**src/rtl/timer_consts.svh**
```systemverilog
// Purpose: Offsets, field positions, reset values and timing figures of the two timers
// Assumes: Included by bare name from the prescaler, counter and timer block files
// Notes:   Definitions only
`ifndef TIMER_CONSTS_SVH
`define TIMER_CONSTS_SVH

`define BASIC_MODE_OFF     8'hd8
`define BASIC_COUNT_OFF    8'hd9
`define TCA_MODE_OFF       8'hda
`define TCA_COUNT_OFF      8'hdb
`define TCA_RELOAD_OFF     8'hcd
`define IRQ_CTRL_OFF       8'hc9
`define RTC_PHASE_OFF      8'hce

`define BM_REALTIME_BIT    0
`define BM_TCA_GREEN_BIT   1
`define BM_TCA_FAST_BIT    2
`define BM_TCB_FAST_BIT    3
`define BM_RATE_LSB        4
`define BM_ENABLE_BIT      7

`define TM_PWM_BIT         0
`define TM_TOGGLE_BIT      1
`define TM_RELOAD_BIT      2
`define TM_RATE_LSB        4
`define TM_ENABLE_BIT      7
`define TM_RSVD_MASK       8'hf7

`define IRQ_BASIC_EN_BIT   0
`define IRQ_BASIC_REQ_BIT  1
`define IRQ_TCA_EN_BIT     2
`define IRQ_TCA_REQ_BIT    3

`define REG_RESET          8'h00
`define COUNT_TOP          8'hff

`define RTC_PERIOD_MS      500
`define LOW_CLK_HZ         32768
`define RTC_LOW_EDGES      ((`LOW_CLK_HZ * `RTC_PERIOD_MS) / 1000)

`endif

```
**src/rtl/timer_pkg.sv**
```systemverilog
// Purpose: Shared types and divisor decoding for the two timers
// Assumes: Nothing beyond the constants header
// Notes:   Rate code 000 is the slowest setting
package timer_pkg;

	typedef logic [7:0] byte_t;
	typedef logic [2:0] rate_t;
	typedef logic [8:0] div_t;

	typedef enum logic [1:0] {
		span_full,
		span_half,
		span_quarter,
		span_eighth
	} pwm_span_t;

	// Divisor of a rate code; fast source is one octave quicker
	function automatic div_t rate_divisor(input rate_t rate, input logic fast);
		div_t base;
		base = fast ? 9'h080 : 9'h100;
		return div_t'(base >> rate);
	endfunction : rate_divisor

	// Last count before overflow for a pwm span
	function automatic byte_t span_top(input pwm_span_t span);
		byte_t top;
		top = 8'hff;
		case (span)
			span_full:    top = 8'hff;
			span_half:    top = 8'h7f;
			span_quarter: top = 8'h3f;
			span_eighth:  top = 8'h1f;
			default:      top = 8'hff;
		endcase
		return top;
	endfunction : span_top

endpackage : timer_pkg

```
**src/rtl/rate_prescaler.sv**
```systemverilog
// Purpose: Divides a source tick by a rate code into a counting step
// Assumes: src_tick_i is a one-cycle enable on ref_clk_i
// Notes:   Cleared while the timer is stopped so each start is aligned
`timescale 1ns/1ns
`include "timer_consts.svh"
module rate_prescaler (
	input  wire logic           ref_clk_i,
	input  wire logic           rst_i,
	input  wire logic           ce_i,
	input  wire logic           run_i,
	input  wire logic           src_tick_i,
	input  wire timer_pkg::rate_t rate_i,
	input  wire logic           fast_i,
	output logic                step_o
);
	import timer_pkg::*;

	div_t div_cnt_r;
	div_t div_last;

	assign div_last = rate_divisor(rate_i, fast_i) - 9'h001;

	always_ff @(posedge ref_clk_i or posedge rst_i) begin
		if (rst_i) begin
			div_cnt_r <= 9'h000;
			step_o    <= 1'b0;
		end else if (ce_i) begin
			step_o <= 1'b0;
			if (!run_i) begin
				div_cnt_r <= 9'h000;
			end else if (src_tick_i) begin
				// Compare with >= so a rate change mid-way cannot run past the end
				if (div_cnt_r >= div_last) begin
					div_cnt_r <= 9'h000;
					step_o    <= 1'b1;
				end else begin
					div_cnt_r <= div_cnt_r + 9'h001;
				end
			end
		end
	end

endmodule : rate_prescaler

```
**src/rtl/up_counter8.sv**
```systemverilog
// Purpose: 8-bit up counter with software load, wrap point and optional reload
// Assumes: step_i is a one-cycle enable on ref_clk_i
// Notes:   A software load in the same cycle as a wrap wins and drops that wrap
`timescale 1ns/1ns
`include "timer_consts.svh"
module up_counter8 (
	input  wire logic             ref_clk_i,
	input  wire logic             rst_i,
	input  wire logic             ce_i,
	input  wire logic             run_i,
	input  wire logic             step_i,
	input  wire logic             load_i,
	input  wire timer_pkg::byte_t load_val_i,
	input  wire timer_pkg::byte_t top_i,
	input  wire logic             reload_en_i,
	input  wire timer_pkg::byte_t reload_val_i,
	output timer_pkg::byte_t      count_o,
	output logic                  wrap_o
);
	import timer_pkg::*;

	always_ff @(posedge ref_clk_i or posedge rst_i) begin
		if (rst_i) begin
			count_o <= `REG_RESET;
			wrap_o  <= 1'b0;
		end else if (ce_i) begin
			wrap_o <= 1'b0;
			if (load_i) begin
				count_o <= load_val_i;
			end else if (run_i && step_i) begin
				if (count_o >= top_i) begin
					count_o <= reload_en_i ? reload_val_i : 8'h00;
					wrap_o  <= 1'b1;
				end else begin
					count_o <= count_o + 8'h01;
				end
			end
		end
	end

endmodule : up_counter8

```
**src/rtl/timer_block.sv**
```systemverilog
// Purpose: Basic timer with real-time mode and timer/counter a with reload, toggle pin and pwm
// Assumes: cpu_tick_i and osc_tick_i are one-cycle enables on ref_clk_i; low_clk_i is an outside pin
// Notes:
`timescale 1ns/1ns
`include "timer_consts.svh"
module timer_block #(
	parameter int RTC_LOW_EDGES = `RTC_LOW_EDGES
) (
	input  wire logic             ref_clk_i,
	input  wire logic             rst_i,
	input  wire logic             ce_i,
	input  wire logic             cpu_tick_i,
	input  wire logic             osc_tick_i,
	input  wire logic             low_clk_i,
	input  wire logic             green_mode_i,
	input  wire timer_pkg::byte_t addr_i,
	input  wire timer_pkg::byte_t wdata_i,
	input  wire logic             we_i,
	input  wire logic             re_i,
	output timer_pkg::byte_t      rdata_o,
	output logic                  basic_irq_o,
	output logic                  tca_irq_o,
	output logic                  wake_o,
	output logic                  tcb_fast_clock_select_o,
	output logic                  toggle_output_pin_o,
	output logic                  toggle_output_pin_oe_o,
	output logic                  pwm_o
);
	import timer_pkg::*;

	localparam int RTC_W = (RTC_LOW_EDGES > 1) ? $clog2(RTC_LOW_EDGES) : 1;
	localparam logic [RTC_W-1:0] RTC_LAST = RTC_W'(RTC_LOW_EDGES - 1);

	generate
		if (RTC_LOW_EDGES < 2) begin : g_bad_rtc
			$error("RTC_LOW_EDGES must be at least 2");
		end
	endgenerate

	byte_t            basic_timer_mode_reg_r;
	byte_t            timer_counter_mode_reg_r;
	byte_t            tca_reload_reg_r;
	logic             basic_irq_enable_r;
	logic             basic_irq_request_r;
	logic             tca_irq_enable_r;
	logic             tca_irq_request_r;
	logic             low_sync1_r;
	logic             low_sync2_r;
	logic             low_prev_r;
	logic [RTC_W-1:0] rtc_phase_r;
	logic             rtc_timeout_r;
	logic             toggle_level_r;

	byte_t            basic_timer_count_reg;
	byte_t            tca_count_reg;
	byte_t            tca_top;
	logic             basic_step;
	logic             tca_step;
	logic             basic_wrap;
	logic             tca_wrap;
	logic             basic_timeout;
	logic             tca_timeout;
	logic             low_rise;
	logic             wr_basic_mode;
	logic             wr_basic_count;
	logic             wr_tca_mode;
	logic             wr_tca_count;
	logic             wr_tca_reload;
	logic             wr_irq;

	logic             realtime_select;
	logic             tca_green_wake_enable;
	logic             tca_fast_clock_select;
	rate_t            basic_rate_field;
	logic             basic_timer_enable;
	logic             tca_pwm_enable;
	logic             tca_toggle_output;
	logic             tca_auto_reload;
	rate_t            tca_rate_field;
	logic             tca_enable;
	pwm_span_t        tca_span;

	// Mode fields
	assign realtime_select       = basic_timer_mode_reg_r[`BM_REALTIME_BIT];
	assign tca_green_wake_enable = basic_timer_mode_reg_r[`BM_TCA_GREEN_BIT];
	assign tca_fast_clock_select = basic_timer_mode_reg_r[`BM_TCA_FAST_BIT];
	assign basic_rate_field      = basic_timer_mode_reg_r[`BM_RATE_LSB +: 3];
	assign basic_timer_enable    = basic_timer_mode_reg_r[`BM_ENABLE_BIT];
	assign tca_pwm_enable        = timer_counter_mode_reg_r[`TM_PWM_BIT];
	assign tca_toggle_output     = timer_counter_mode_reg_r[`TM_TOGGLE_BIT];
	assign tca_auto_reload       = timer_counter_mode_reg_r[`TM_RELOAD_BIT];
	assign tca_rate_field        = timer_counter_mode_reg_r[`TM_RATE_LSB +: 3];
	assign tca_enable            = timer_counter_mode_reg_r[`TM_ENABLE_BIT];
	assign tca_span              = pwm_span_t'({tca_auto_reload, tca_toggle_output});

	// Address decode
	always_comb begin
		wr_basic_mode  = 1'b0;
		wr_basic_count = 1'b0;
		wr_tca_mode    = 1'b0;
		wr_tca_count   = 1'b0;
		wr_tca_reload  = 1'b0;
		wr_irq         = 1'b0;
		if (!we_i) begin
			wr_irq = 1'b0;
		end else if (addr_i == `BASIC_MODE_OFF) begin
			wr_basic_mode = 1'b1;
		end else if (addr_i == `BASIC_COUNT_OFF) begin
			wr_basic_count = 1'b1;
		end else if (addr_i == `TCA_MODE_OFF) begin
			wr_tca_mode = 1'b1;
		end else if (addr_i == `TCA_COUNT_OFF) begin
			wr_tca_count = 1'b1;
		end else if (addr_i == `TCA_RELOAD_OFF) begin
			wr_tca_reload = 1'b1;
		end else if (addr_i == `IRQ_CTRL_OFF) begin
			wr_irq = 1'b1;
		end
	end

	// Mode and reload registers
	always_ff @(posedge ref_clk_i or posedge rst_i) begin
		if (rst_i) begin
			basic_timer_mode_reg_r   <= `REG_RESET;
			timer_counter_mode_reg_r <= `REG_RESET;
			tca_reload_reg_r         <= `REG_RESET;
		end else if (ce_i) begin
			if (wr_basic_mode) begin
				basic_timer_mode_reg_r <= wdata_i;
			end
			if (wr_tca_mode) begin
				timer_counter_mode_reg_r <= wdata_i & `TM_RSVD_MASK;
			end
			if (wr_tca_reload) begin
				tca_reload_reg_r <= wdata_i;
			end
		end
	end

	// Low clock pin: two flops, then edge detect on the second
	always_ff @(posedge ref_clk_i or posedge rst_i) begin
		if (rst_i) begin
			low_sync1_r <= 1'b0;
			low_sync2_r <= 1'b0;
			low_prev_r  <= 1'b0;
		end else if (ce_i) begin
			low_sync1_r <= low_clk_i;
			low_sync2_r <= low_sync1_r;
			low_prev_r  <= low_sync2_r;
		end
	end

	assign low_rise = low_sync2_r && !low_prev_r;

	// Half-second divider; the count register plays no part here
	always_ff @(posedge ref_clk_i or posedge rst_i) begin
		if (rst_i) begin
			rtc_phase_r   <= '0;
			rtc_timeout_r <= 1'b0;
		end else if (ce_i) begin
			rtc_timeout_r <= 1'b0;
			if (!(basic_timer_enable && realtime_select)) begin
				rtc_phase_r <= '0;
			end else if (low_rise) begin
				if (rtc_phase_r == RTC_LAST) begin
					rtc_phase_r   <= '0;
					rtc_timeout_r <= 1'b1;
				end else begin
					rtc_phase_r <= rtc_phase_r + RTC_W'(1);
				end
			end
		end
	end

	rate_prescaler u_basic_pre (
		.ref_clk_i  (ref_clk_i),
		.rst_i      (rst_i),
		.ce_i       (ce_i),
		.run_i      (basic_timer_enable && !realtime_select),
		.src_tick_i (cpu_tick_i),
		.rate_i     (basic_rate_field),
		.fast_i     (1'b0),
		.step_o     (basic_step)
	);

	up_counter8 u_basic_cnt (
		.ref_clk_i    (ref_clk_i),
		.rst_i        (rst_i),
		.ce_i         (ce_i),
		.run_i        (basic_timer_enable && !realtime_select),
		.step_i       (basic_step),
		.load_i       (wr_basic_count),
		.load_val_i   (wdata_i),
		.top_i        (`COUNT_TOP),
		.reload_en_i  (1'b0),
		.reload_val_i (8'h00),
		.count_o      (basic_timer_count_reg),
		.wrap_o       (basic_wrap)
	);

	// Fast source and octave shift follow the clock select
	rate_prescaler u_tca_pre (
		.ref_clk_i  (ref_clk_i),
		.rst_i      (rst_i),
		.ce_i       (ce_i),
		.run_i      (tca_enable),
		.src_tick_i (tca_fast_clock_select ? osc_tick_i : cpu_tick_i),
		.rate_i     (tca_rate_field),
		.fast_i     (tca_fast_clock_select),
		.step_o     (tca_step)
	);

	// Pwm restarts each span from zero; reload applies outside pwm only
	assign tca_top = tca_pwm_enable ? span_top(tca_span) : `COUNT_TOP;

	up_counter8 u_tca_cnt (
		.ref_clk_i    (ref_clk_i),
		.rst_i        (rst_i),
		.ce_i         (ce_i),
		.run_i        (tca_enable),
		.step_i       (tca_step),
		.load_i       (wr_tca_count),
		.load_val_i   (wdata_i),
		.top_i        (tca_top),
		.reload_en_i  (tca_auto_reload && !tca_pwm_enable),
		.reload_val_i (tca_reload_reg_r),
		.count_o      (tca_count_reg),
		.wrap_o       (tca_wrap)
	);

	assign basic_timeout = realtime_select ? rtc_timeout_r : basic_wrap;
	assign tca_timeout   = tca_wrap;

	// Interrupt flags: hardware set beats a software clear in the same cycle
	always_ff @(posedge ref_clk_i or posedge rst_i) begin
		if (rst_i) begin
			basic_irq_enable_r  <= 1'b0;
			basic_irq_request_r <= 1'b0;
			tca_irq_enable_r    <= 1'b0;
			tca_irq_request_r   <= 1'b0;
		end else if (ce_i) begin
			if (wr_irq) begin
				basic_irq_enable_r <= wdata_i[`IRQ_BASIC_EN_BIT];
				tca_irq_enable_r   <= wdata_i[`IRQ_TCA_EN_BIT];
			end
			if (basic_timeout) begin
				basic_irq_request_r <= 1'b1;
			end else if (wr_irq) begin
				basic_irq_request_r <= wdata_i[`IRQ_BASIC_REQ_BIT];
			end
			if (tca_timeout) begin
				tca_irq_request_r <= 1'b1;
			end else if (wr_irq) begin
				tca_irq_request_r <= wdata_i[`IRQ_TCA_REQ_BIT];
			end
		end
	end

	always_ff @(posedge ref_clk_i or posedge rst_i) begin
		if (rst_i) begin
			basic_irq_o <= 1'b0;
			tca_irq_o   <= 1'b0;
		end else if (ce_i) begin
			basic_irq_o <= basic_irq_request_r && basic_irq_enable_r;
			tca_irq_o   <= tca_irq_request_r && tca_irq_enable_r;
		end
	end

	// Green-mode wake pulse
	always_ff @(posedge ref_clk_i or posedge rst_i) begin
		if (rst_i) begin
			wake_o <= 1'b0;
		end else if (ce_i) begin
			wake_o <= green_mode_i && ((basic_timer_enable && basic_timeout)
			          || (tca_green_wake_enable && tca_timeout));
		end
	end

	always_ff @(posedge ref_clk_i or posedge rst_i) begin
		if (rst_i) begin
			tcb_fast_clock_select_o <= 1'b0;
		end else if (ce_i) begin
			tcb_fast_clock_select_o <= basic_timer_mode_reg_r[`BM_TCB_FAST_BIT];
		end
	end

	// Toggle level restarts low whenever toggle mode is left
	always_ff @(posedge ref_clk_i or posedge rst_i) begin
		if (rst_i) begin
			toggle_level_r <= 1'b0;
		end else if (ce_i) begin
			if (!tca_toggle_output || tca_pwm_enable) begin
				toggle_level_r <= 1'b0;
			end else if (tca_timeout) begin
				toggle_level_r <= !toggle_level_r;
			end
		end
	end

	// Pin mux: pwm first, then toggle, else released to general I/O
	always_ff @(posedge ref_clk_i or posedge rst_i) begin
		if (rst_i) begin
			pwm_o                  <= 1'b0;
			toggle_output_pin_o    <= 1'b0;
			toggle_output_pin_oe_o <= 1'b0;
		end else if (ce_i) begin
			pwm_o <= tca_pwm_enable && tca_enable && (tca_count_reg < tca_reload_reg_r);
			if (tca_pwm_enable) begin
				toggle_output_pin_o    <= tca_enable && (tca_count_reg < tca_reload_reg_r);
				toggle_output_pin_oe_o <= 1'b1;
			end else if (tca_toggle_output) begin
				toggle_output_pin_o    <= toggle_level_r;
				toggle_output_pin_oe_o <= 1'b1;
			end else begin
				toggle_output_pin_o    <= 1'b0;
				toggle_output_pin_oe_o <= 1'b0;
			end
		end
	end

	// Read port; the reload register is write only and reads zero
	always_ff @(posedge ref_clk_i or posedge rst_i) begin
		if (rst_i) begin
			rdata_o <= 8'h00;
		end else if (ce_i) begin
			if (!re_i) begin
				rdata_o <= 8'h00;
			end else if (addr_i == `BASIC_MODE_OFF) begin
				rdata_o <= basic_timer_mode_reg_r;
			end else if (addr_i == `BASIC_COUNT_OFF) begin
				rdata_o <= basic_timer_count_reg;
			end else if (addr_i == `TCA_MODE_OFF) begin
				rdata_o <= timer_counter_mode_reg_r;
			end else if (addr_i == `TCA_COUNT_OFF) begin
				rdata_o <= tca_count_reg;
			end else if (addr_i == `IRQ_CTRL_OFF) begin
				rdata_o <= {4'h0, tca_irq_request_r, tca_irq_enable_r, basic_irq_request_r, basic_irq_enable_r};
			end else if (addr_i == `RTC_PHASE_OFF) begin
				rdata_o <= byte_t'(rtc_phase_r >> (RTC_W > 8 ? RTC_W - 8 : 0));
			end else begin
				rdata_o <= 8'h00;
			end
		end
	end

endmodule : timer_block

```
**config.mk**
```make
export PLATFORM = sky130hd
export DESIGN_NAME = timer_block
export DESIGN_NICKNAME = d
export VERILOG_FILES = /design/src/rtl/timer_pkg.sv /design/src/rtl/rate_prescaler.sv /design/src/rtl/up_counter8.sv /design/src/rtl/timer_block.sv
export VERILOG_INCLUDE_DIRS = /design/src /design/src/rtl
export SDC_FILE = /design/constraint.sdc
export NUM_CORES = 1
export LEC_CHECK = 0
export ABC_AREA = 0
export BUFFER_PORTS_ARGS = -buffer_cell sky130_fd_sc_hd__clkbuf_2
export CAP_MARGIN = 20
export CORE_MARGIN = 3
export CORE_UTILIZATION = 55
export DETAILED_ROUTE_END_ITERATION = 7
export GPL_TIMING_DRIVEN = 0
export HOLD_SLACK_MARGIN = 0.02
export PLACE_DENSITY = 0.8
export SYNTH_ARGS = -nofsm -noshare
export SYNTH_HDL_FRONTEND = slang
export SYNTH_SLANG_ARGS = --single-unit
```
**constraint.sdc**
```tcl
create_clock -name ref_clk_i -period 3.66 [get_ports ref_clk_i]
set_input_delay 0.183 -clock ref_clk_i [delete_from_list [all_inputs] [get_ports ref_clk_i]]
set_output_delay 0.183 -clock ref_clk_i [all_outputs]
set_load 0.005 [all_outputs]
```
==> reports/results.ini, run 1 <==
[power_and_ir_drop]
power_density_nw_per_um2=343.1
p_total_mw=2.368
p_leak_nw=3.152
ir_worst_vdd_mv=0.3945

[drt]
ant_nets=0
wl_per_cell_um=19.05
drc=0
wl_um=16580
drt-initial-drc-count=563
num_vias=5503
vias_per_cell=6.325
dr.pass1.iters=5

[die]
io_pins=40
dieArea_um2=12570
fp.coreArea_um2=10940
floorplan.initialDensity_pct=56.61
die_w_um=112.1
rows=38
die_h_um=112.1

[worst_setup_path]
path_class=flip-flop to flip-flop
worst_ep_arrival_time_ns=3.65
end_kind=flip-flop
crit_chain=inv_1 > ha_2 > nand3_1 > ha_1 > nor3b_2 > a31oi_1 > o21ai_0 > a41oi_1 > ha_1 > and4_1 > o21ai_0 > o211ai_1 > a21oi_2 > and3_1 > a221o_1
worstSetupStartpointType=flip-flop
cpPeakStageDelay_ns=0.42
required_ns=3.90
path_max_fanout=8
slowest_stage=dfrtp_2

[cts]
clock-sinks=99
cts_root_buf=clkbuf_16
cts_max_path_buffers=2
clk_pin_slew_worst_paths_ns=0.07
cts_tree=done
htree_levels=3
cts_buffers=9
worst_skew_pair.late_latency_ns=0.36

[grt]
grt_pass1_vias=5327
antenna_found_initial=0
grt_pass1_wl_um=27300
grt_usage_pct=27.30
grt_max_degree=60
overflow=0

[final_layout]
area_delta_synth_final_pct=11.46
layout.nets=786
nFillCells=906
stdcell_area_um2=6900
diodes=0
regArea_um2=2479
drive_gt1_share_pct=15.75
multi_input_area_um2=3463

[synth]
yosysSeqAreaShare_pct=40.02
yosys_register_bits=99
synth_top_area_share_pct=40.02
synthDistinctLibCells=69
synth.cell_area_um2=6191
synth_area_per_cell_um2=9.131
synth_edf_count=0
postSynthCellCount=678
yosysTopAreaCell=dfrtp_1
synth_area_leaders=dfrtp_1 40%, ha_1 7.1%, o21ai_0 5.4%
synth-main-ff-cell=dfrtp_1
syn_nets=738
synthArstFlopShare_pct=100.0
yosys_warnings=0

[timing]
relSlewSlack_pct=50.78
fin_worst_skew_ns=0.003987
maxSlewViolCount=0
fin_hold_ws_ns=0.05960
max_freq_mhz=293.5
rsz0062_at_grt=false
period_share_pct=93.09
finalSetupViolCount=0
tightest_slew_ns=0.7367
period_minus_slack_ns=3.407
finalHoldViolCount=0

[flow_run]
maxCapViolations=0

[status]
status=finished clean

[placed_design]
portBuffers=35
placed_cell_area_um2=6571
gp_congestion=0.9752
dp_hpwl_um=12190

[worst_hold_path]
hold_path_class=primary input to flip-flop

-- cell usage in the layout (no fill, tap or decap), types with 7 or more instances in the layout --
master      n
inv_1      24
mux2i_1     7
nand2_1    88
a21o_1      9
and3_1     13
o21ai_0    67
nand2b_1    9
clkbuf_16   9
o211ai_1   12
a31oi_1     9
dfrtp_1    98
nor3_1      9
a21oi_1    29
ha_1       33
xor2_1      9
mux2_2     19
o2bb2ai_1   8
xnor2_1    14
clkbuf_1   16
nand3_1    40
clkbuf_2   37
nor2_1     37
-- worst max-delay path, delay by kind of cell (launching register included) --
| family | cells | cell delay (ns) |
|---|---|---|
| AO/OA/AOI/OAI | 7 | 1.09 |
| adder cells (fa/ha/maj) | 3 | 1.06 |
| buffers and inverters | 1 | 0.07 |
| flip-flops | 1 | 0.42 |
| AND/OR/NAND/NOR | 4 | 0.65 |
-- flip-flops by register name (all words and copies together), names as in the netlist, 7 cells and up --
name	count
u_tca_cnt.count_o	8
rdata_o	8
u_tca_pre.div_cnt_r	9
basic_timer_mode_reg_r	8
u_basic_pre.div_cnt_r	9
timer_counter_mode_reg_r	7
u_basic_cnt.count_o	8
rtc_phase_r	14
tca_reload_reg_r	8
-- metrics by stage --
stage               setup slack, ns  instances  util, %  TNS [ns]
floorplan                    0.4469        678        -         0
global placement            -0.2280        853    59.82    -21.76
detailed placement         -0.06593        854    60.09   -0.1310
CTS                         0.02332        870    62.92         0
global route                0.08249        870    63.10         0
finish                       0.2529        870    63.10         0
-- Yosys cell counts (5+ instances only) --
cell type  number
a211oi_1        5
a21o_1          9
a21oi_1        30
a221o_1         5
a31oi_1         9
and3_1         13
buf_2           6
clkbuf_1       17
dfrtp_1        99
ha_1           35
inv_1          25
mux2_2         19
mux2i_1         7
nand2_1        88
nand2b_1        9
nand3_1        40
nand4_1         6
nor2_1         37
nor3_1          9
nor3b_1         7
o211ai_1       12
o21ai_0        67
o21ai_1         6
o2bb2ai_1       8
o31ai_1         6
xnor2_1        14
xor2_1          9
-- worst paths after layout --
path	cells after the start	end	from	slack [ns]
max in group asynchronous	4	basic_timer_mode_reg_r[2]	rst_i	2.58
worst min-delay path	3	wake_o	green_mode_i	0.06
min in group asynchronous	3	rtc_phase_r[3]	rst_i	0.41
worst max-delay path	15	u_tca_pre.div_cnt_r[6]	basic_timer_mode_reg_r[2]	0.25
worst min register to register	1	rdata_o[7]	rdata_o[7]	0.49
worst max register to register	15	u_tca_pre.div_cnt_r[6]	basic_timer_mode_reg_r[2]	0.25
-- metal layers --
layer	up-vias	global-route usage, %	part of all wire, %
li1	2559	-	-
met4	0	8.574	2.1
met5	-	0	0
met3	32	6.792	6.9
met2	196	43.15	48
met1	2716	37.33	43
-- timing repair --
item | in CTS | in global routing
endpoints found under the hold margin | 40 | 0
buffers inserted | 0 | 2
endpoints found under the setup margin | 4 | 9
resized for setup | 1 | 6
gates cloned | 0 | 0
pin swaps | 0 | 2
hold buffers | 1 | 0
-- report_power, final --
part,internal (mW),switching [mW]
sequential,1.12,0.0217
combinational,0.0915,0.162
clock,0.563,0.413
total,1.77,0.597
-- cell type report --
class | instances | share of cell area [%]
Timing Repair Buffer | 39 | 3.300
Tap cell | 140 | 2.539
Multi-Input combinational cell | 521 | 50.19
Buffer | 30 | 2.321
Clock buffer | 13 | 3.772
Sequential cell | 99 | 35.92
Inverter | 26 | 1.451
Clock inverter | 2 | 0.5077
-- kinds of logic (layout without fill, tap and decap cells) --
| family | after synthesis | in the layout | share of synthesized area (%) |
|---|---|---|---|
| adder cells (fa/ha/maj) | 35 | 35 | 7.074 |
| AND/OR/NAND/NOR | 244 | 244 | 20.07 |
| flip-flops | 99 | 99 | 40.02 |
| AO/OA/AOI/OAI | 189 | 189 | 19.58 |
| XOR/XNOR | 23 | 23 | 3.254 |
| buffers and inverters | 58 | 110 | 4.264 |
| other | 1 | 1 | 0.06057 |
| multiplexers | 29 | 29 | 5.679 |
(Power assumes the default switching activity.)
==> run 2: changes to the inputs <==
--- a/config.mk
+++ b/config.mk
@@ -9,12 +9,14 @@
 export ABC_AREA = 0
 export BUFFER_PORTS_ARGS = -buffer_cell sky130_fd_sc_hd__clkbuf_2
 export CAP_MARGIN = 20
+export CELL_PAD_IN_SITES_DETAIL_PLACEMENT = 0
+export CELL_PAD_IN_SITES_GLOBAL_PLACEMENT = 1
 export CORE_MARGIN = 3
-export CORE_UTILIZATION = 55
+export CORE_UTILIZATION = 48
 export DETAILED_ROUTE_END_ITERATION = 7
 export GPL_TIMING_DRIVEN = 0
 export HOLD_SLACK_MARGIN = 0.02
-export PLACE_DENSITY = 0.8
+export PLACE_DENSITY = 0.88
 export SYNTH_ARGS = -nofsm -noshare
 export SYNTH_HDL_FRONTEND = slang
 export SYNTH_SLANG_ARGS = --single-unit
==> reports/results.ini, run 2 (synthesis results as in run 1) <==
[status]
status=finished clean

[timing]
max_freq_mhz=294.0  ; +0.17%
maxSlewViolCount=0  ; unchanged
relSlewSlack_pct=47.18  ; -3.6 points
tightest_slew_ns=0.7907  ; +0.05393 ns
period_share_pct=92.94  ; -0.15 points
tns_ns=0  ; unchanged
finalHoldViolCount=0  ; unchanged
fin_worst_skew_ns=0.004946  ; +0.0009588 ns
rsz0062_at_grt=false
period_minus_slack_ns=3.402  ; -0.005636 ns
finalSetupViolCount=0  ; unchanged

[worst_hold_path]
hold_end=wake_o
min_delay_path_depth=3  ; unchanged
hold_path_class=primary input to flip-flop
hold_start=green_mode_i

[placed_design]
placed_cell_area_um2=6606  ; +0.53%
portBuffers=35  ; unchanged
gp_congestion=0.9305  ; -4.6%
dp_hpwl_um=12190  ; about the same

[worst_setup_path]
r2r_cells=17  ; +2
worst_ep_arrival_time_ns=3.67  ; +0.02 ns
r2r_end=u_tca_pre.div_cnt_r[2]
critPathMostFrequentCell=o21ai_0
crit_chain=inv_1 > ha_2 > nand3_1 > ha_1 > nor3b_1 > a31oi_1 > o21ai_0 > a41oi_1 > ha_1 > a211o_1 > o211ai_1 > o211ai_1 > buf_4 > buf_4 > a211oi_1 > o21ai_0 > o21ai_0
cpPeakStageDelay_ns=0.41  ; about the same
cp_top_family=compound AO/OA/AOI/OAI gates
slowest_stage=dfrtp_1
path_max_fanout=7  ; -1
required_ns=3.93  ; +0.03 ns
r2r-start=timer_counter_mode_reg_r[4]
crit_buf_inv=3  ; +2
path_class=flip-flop to flip-flop
worstSetupStartpointType=flip-flop
r2r_setup_slack_ns=0.26  ; about the same
end_kind=flip-flop

[final_layout]
area_delta_synth_final_pct=13.36
top_register=rtc_phase_r
drive_gt1_share_pct=16.10  ; +0.34 points
stdcell_area_um2=7018  ; +1.7%
largestRegisters=rtc_phase_r: 14 flops, u_basic_pre.div_cnt_r: 9 flops, u_tca_pre.div_cnt_r: 9 flops
regArea_um2=2479  ; unchanged
nFillCells=1134  ; +25%
layout.nets=788  ; +0.25%
diodes=0  ; unchanged
multi_input_area_um2=3466  ; about the same
final_common_cell=dfrtp_1
largest_register_ff_count=14  ; unchanged
mostFrequentLayoutCells=98 x dfrtp_1, 88 x nand2_1, 65 x o21ai_0, 40 x nand3_1, 37 x nor2_1

[grt]
grt_usage_pct=24.17  ; -3.1 points
grt_pass1_vias=5126  ; -3.8%
overflow=0  ; unchanged
antenna_found_initial=0  ; unchanged
grt_max_degree=60  ; unchanged
grt_pass1_wl_um=27190  ; -0.41%

[die]
die_h_um=119.6  ; +6.7%
io_pins=40  ; unchanged
floorplan.initialDensity_pct=50.28  ; -6.3 points
dieArea_um2=14300  ; +14%
rows=40  ; +5.3%
die_w_um=119.6  ; +6.7%
fp.coreArea_um2=12310  ; +13%

[power_and_ir_drop]
ir_worst_vdd_mv=0.2054  ; -48%
p_leak_nw=3.188  ; +1.1%
power_density_nw_per_um2=363.2  ; +5.9%

[cts]
cts_tree=done
htree_levels=3  ; unchanged
cts_max_path_buffers=2  ; unchanged
worst_skew_pair.late_latency_ns=0.36  ; about the same
cts_root_buf=clkbuf_16
cts_buffers=9  ; unchanged
clock-sinks=99  ; unchanged
clk_pin_slew_worst_paths_ns=0.07  ; about the same

[drt]
wl_um=16440  ; -0.81%
num_vias=5418  ; -1.5%
wl_met2_um=7613  ; -3.4%
wl_met3_um=1202  ; +5.1%
drt-met1-wl_um=7201  ; about the same
wl_per_cell_um=18.25  ; -4.2%
ant_nets=0  ; unchanged
highest_layer=met4
drt-initial-drc-count=511  ; -9.2%
vias_per_cell=6.013  ; -4.9%
drc=0  ; unchanged
dr.pass1.iters=5  ; unchanged

[flow_run]
maxCapViolations=0  ; unchanged

run 2: changes by cell type in the layout (fill, tap and decap cells not counted):
cell	before	now
a21oi_4	0	1
clkbuf_1	16	15
a21oi_2	1	0
bufinv_16	1	3
clkbuf_8	2	3
buf_4	6	8
clkbuf_2	37	36
nor3b_2	3	2
o21ai_0	67	65
o21ai_1	6	8
nor3b_1	6	7
run 2: layout make-up:
cell class | instances | share of cell area, %
Clock inverter | 4 | 1.355
Multi-Input combinational cell | 521 | 49.38
Tap cell | 168 | 2.995
Inverter | 26 | 1.426
Clock buffer | 12 | 3.797
Sequential cell | 99 | 35.32
Buffer | 30 | 2.264
Timing Repair Buffer | 41 | 3.459
run 2: how the worst max path moves through the flow:
stage	slack, ns	start	cells past startpoint	to
after detailed placement	-0.08	basic_timer_mode_reg_r[2]	16	u_tca_pre.div_cnt_r[5]
after global placement	-0.29	rst_i	2	tca_reload_reg_r[6]
after floorplan	0.45	basic_timer_mode_reg_r[2]	16	u_tca_pre.div_cnt_r[5]
after CTS	0.08	basic_timer_mode_reg_r[2]	16	u_tca_pre.div_cnt_r[6]
final	0.26	timer_counter_mode_reg_r[4]	17	u_tca_pre.div_cnt_r[2]
after global routing	0.03	timer_counter_mode_reg_r[4]	17	u_tca_pre.div_cnt_r[0]
run 2: tightest hold or removal path: stages:
cell and delay, ns:
clkbuf_2 0.08, nand2_1 0.06, o2bb2ai_1 0.05
run 2: stage by stage:
| stage | setup WS, ns | hold slack (ns) | cells | power [mW] | util, % |
|---|---|---|---|---|---|
| global route | 0.03023 | 0.06254 | 901 | 2.654 | 57.00 |
| floorplan | 0.4469 | 0.2998 | 678 | 1.317 | - |
| finish | 0.2585 | 0.04446 | 901 | 2.549 | 57.00 |
| detailed placement | -0.07704 | 0.2624 | 882 | 1.406 | 53.66 |
| CTS | 0.07615 | 0.03953 | 898 | 2.550 | 56.68 |
| global placement | -0.2883 | 0.4171 | 881 | 1.394 | 53.41 |
run 2: power by group:
| group | internal [mW] | switching (mW) | leakage [nW] |
|---|---|---|---|
| Combinational | 0.105 | 0.165 | 1.70 |
| Clock | 0.723 | 0.419 | 0.179 |
| Sequential | 1.12 | 0.0207 | 1.31 |
run 2: per-layer routing:
| layer | track usage (%) | up-vias |
|---|---|---|
| met5 | 0 | - |
| li1 | - | 2568 |
| met1 | 33.42 | 2607 |
| met4 | 6.729 | 0 |
| met3 | 5.985 | 33 |
| met2 | 38.03 | 210 |
run 2: repair_timing:
item / 4_1_cts / 5_1_grt
pin swaps: 0 / 1
gates resized for setup: 1 / 6
hold buffers: 1 / 0
endpoints found under the setup margin: 4 / 7
endpoints found under the hold margin: 40 / 0
setup buffers: 0 / 4
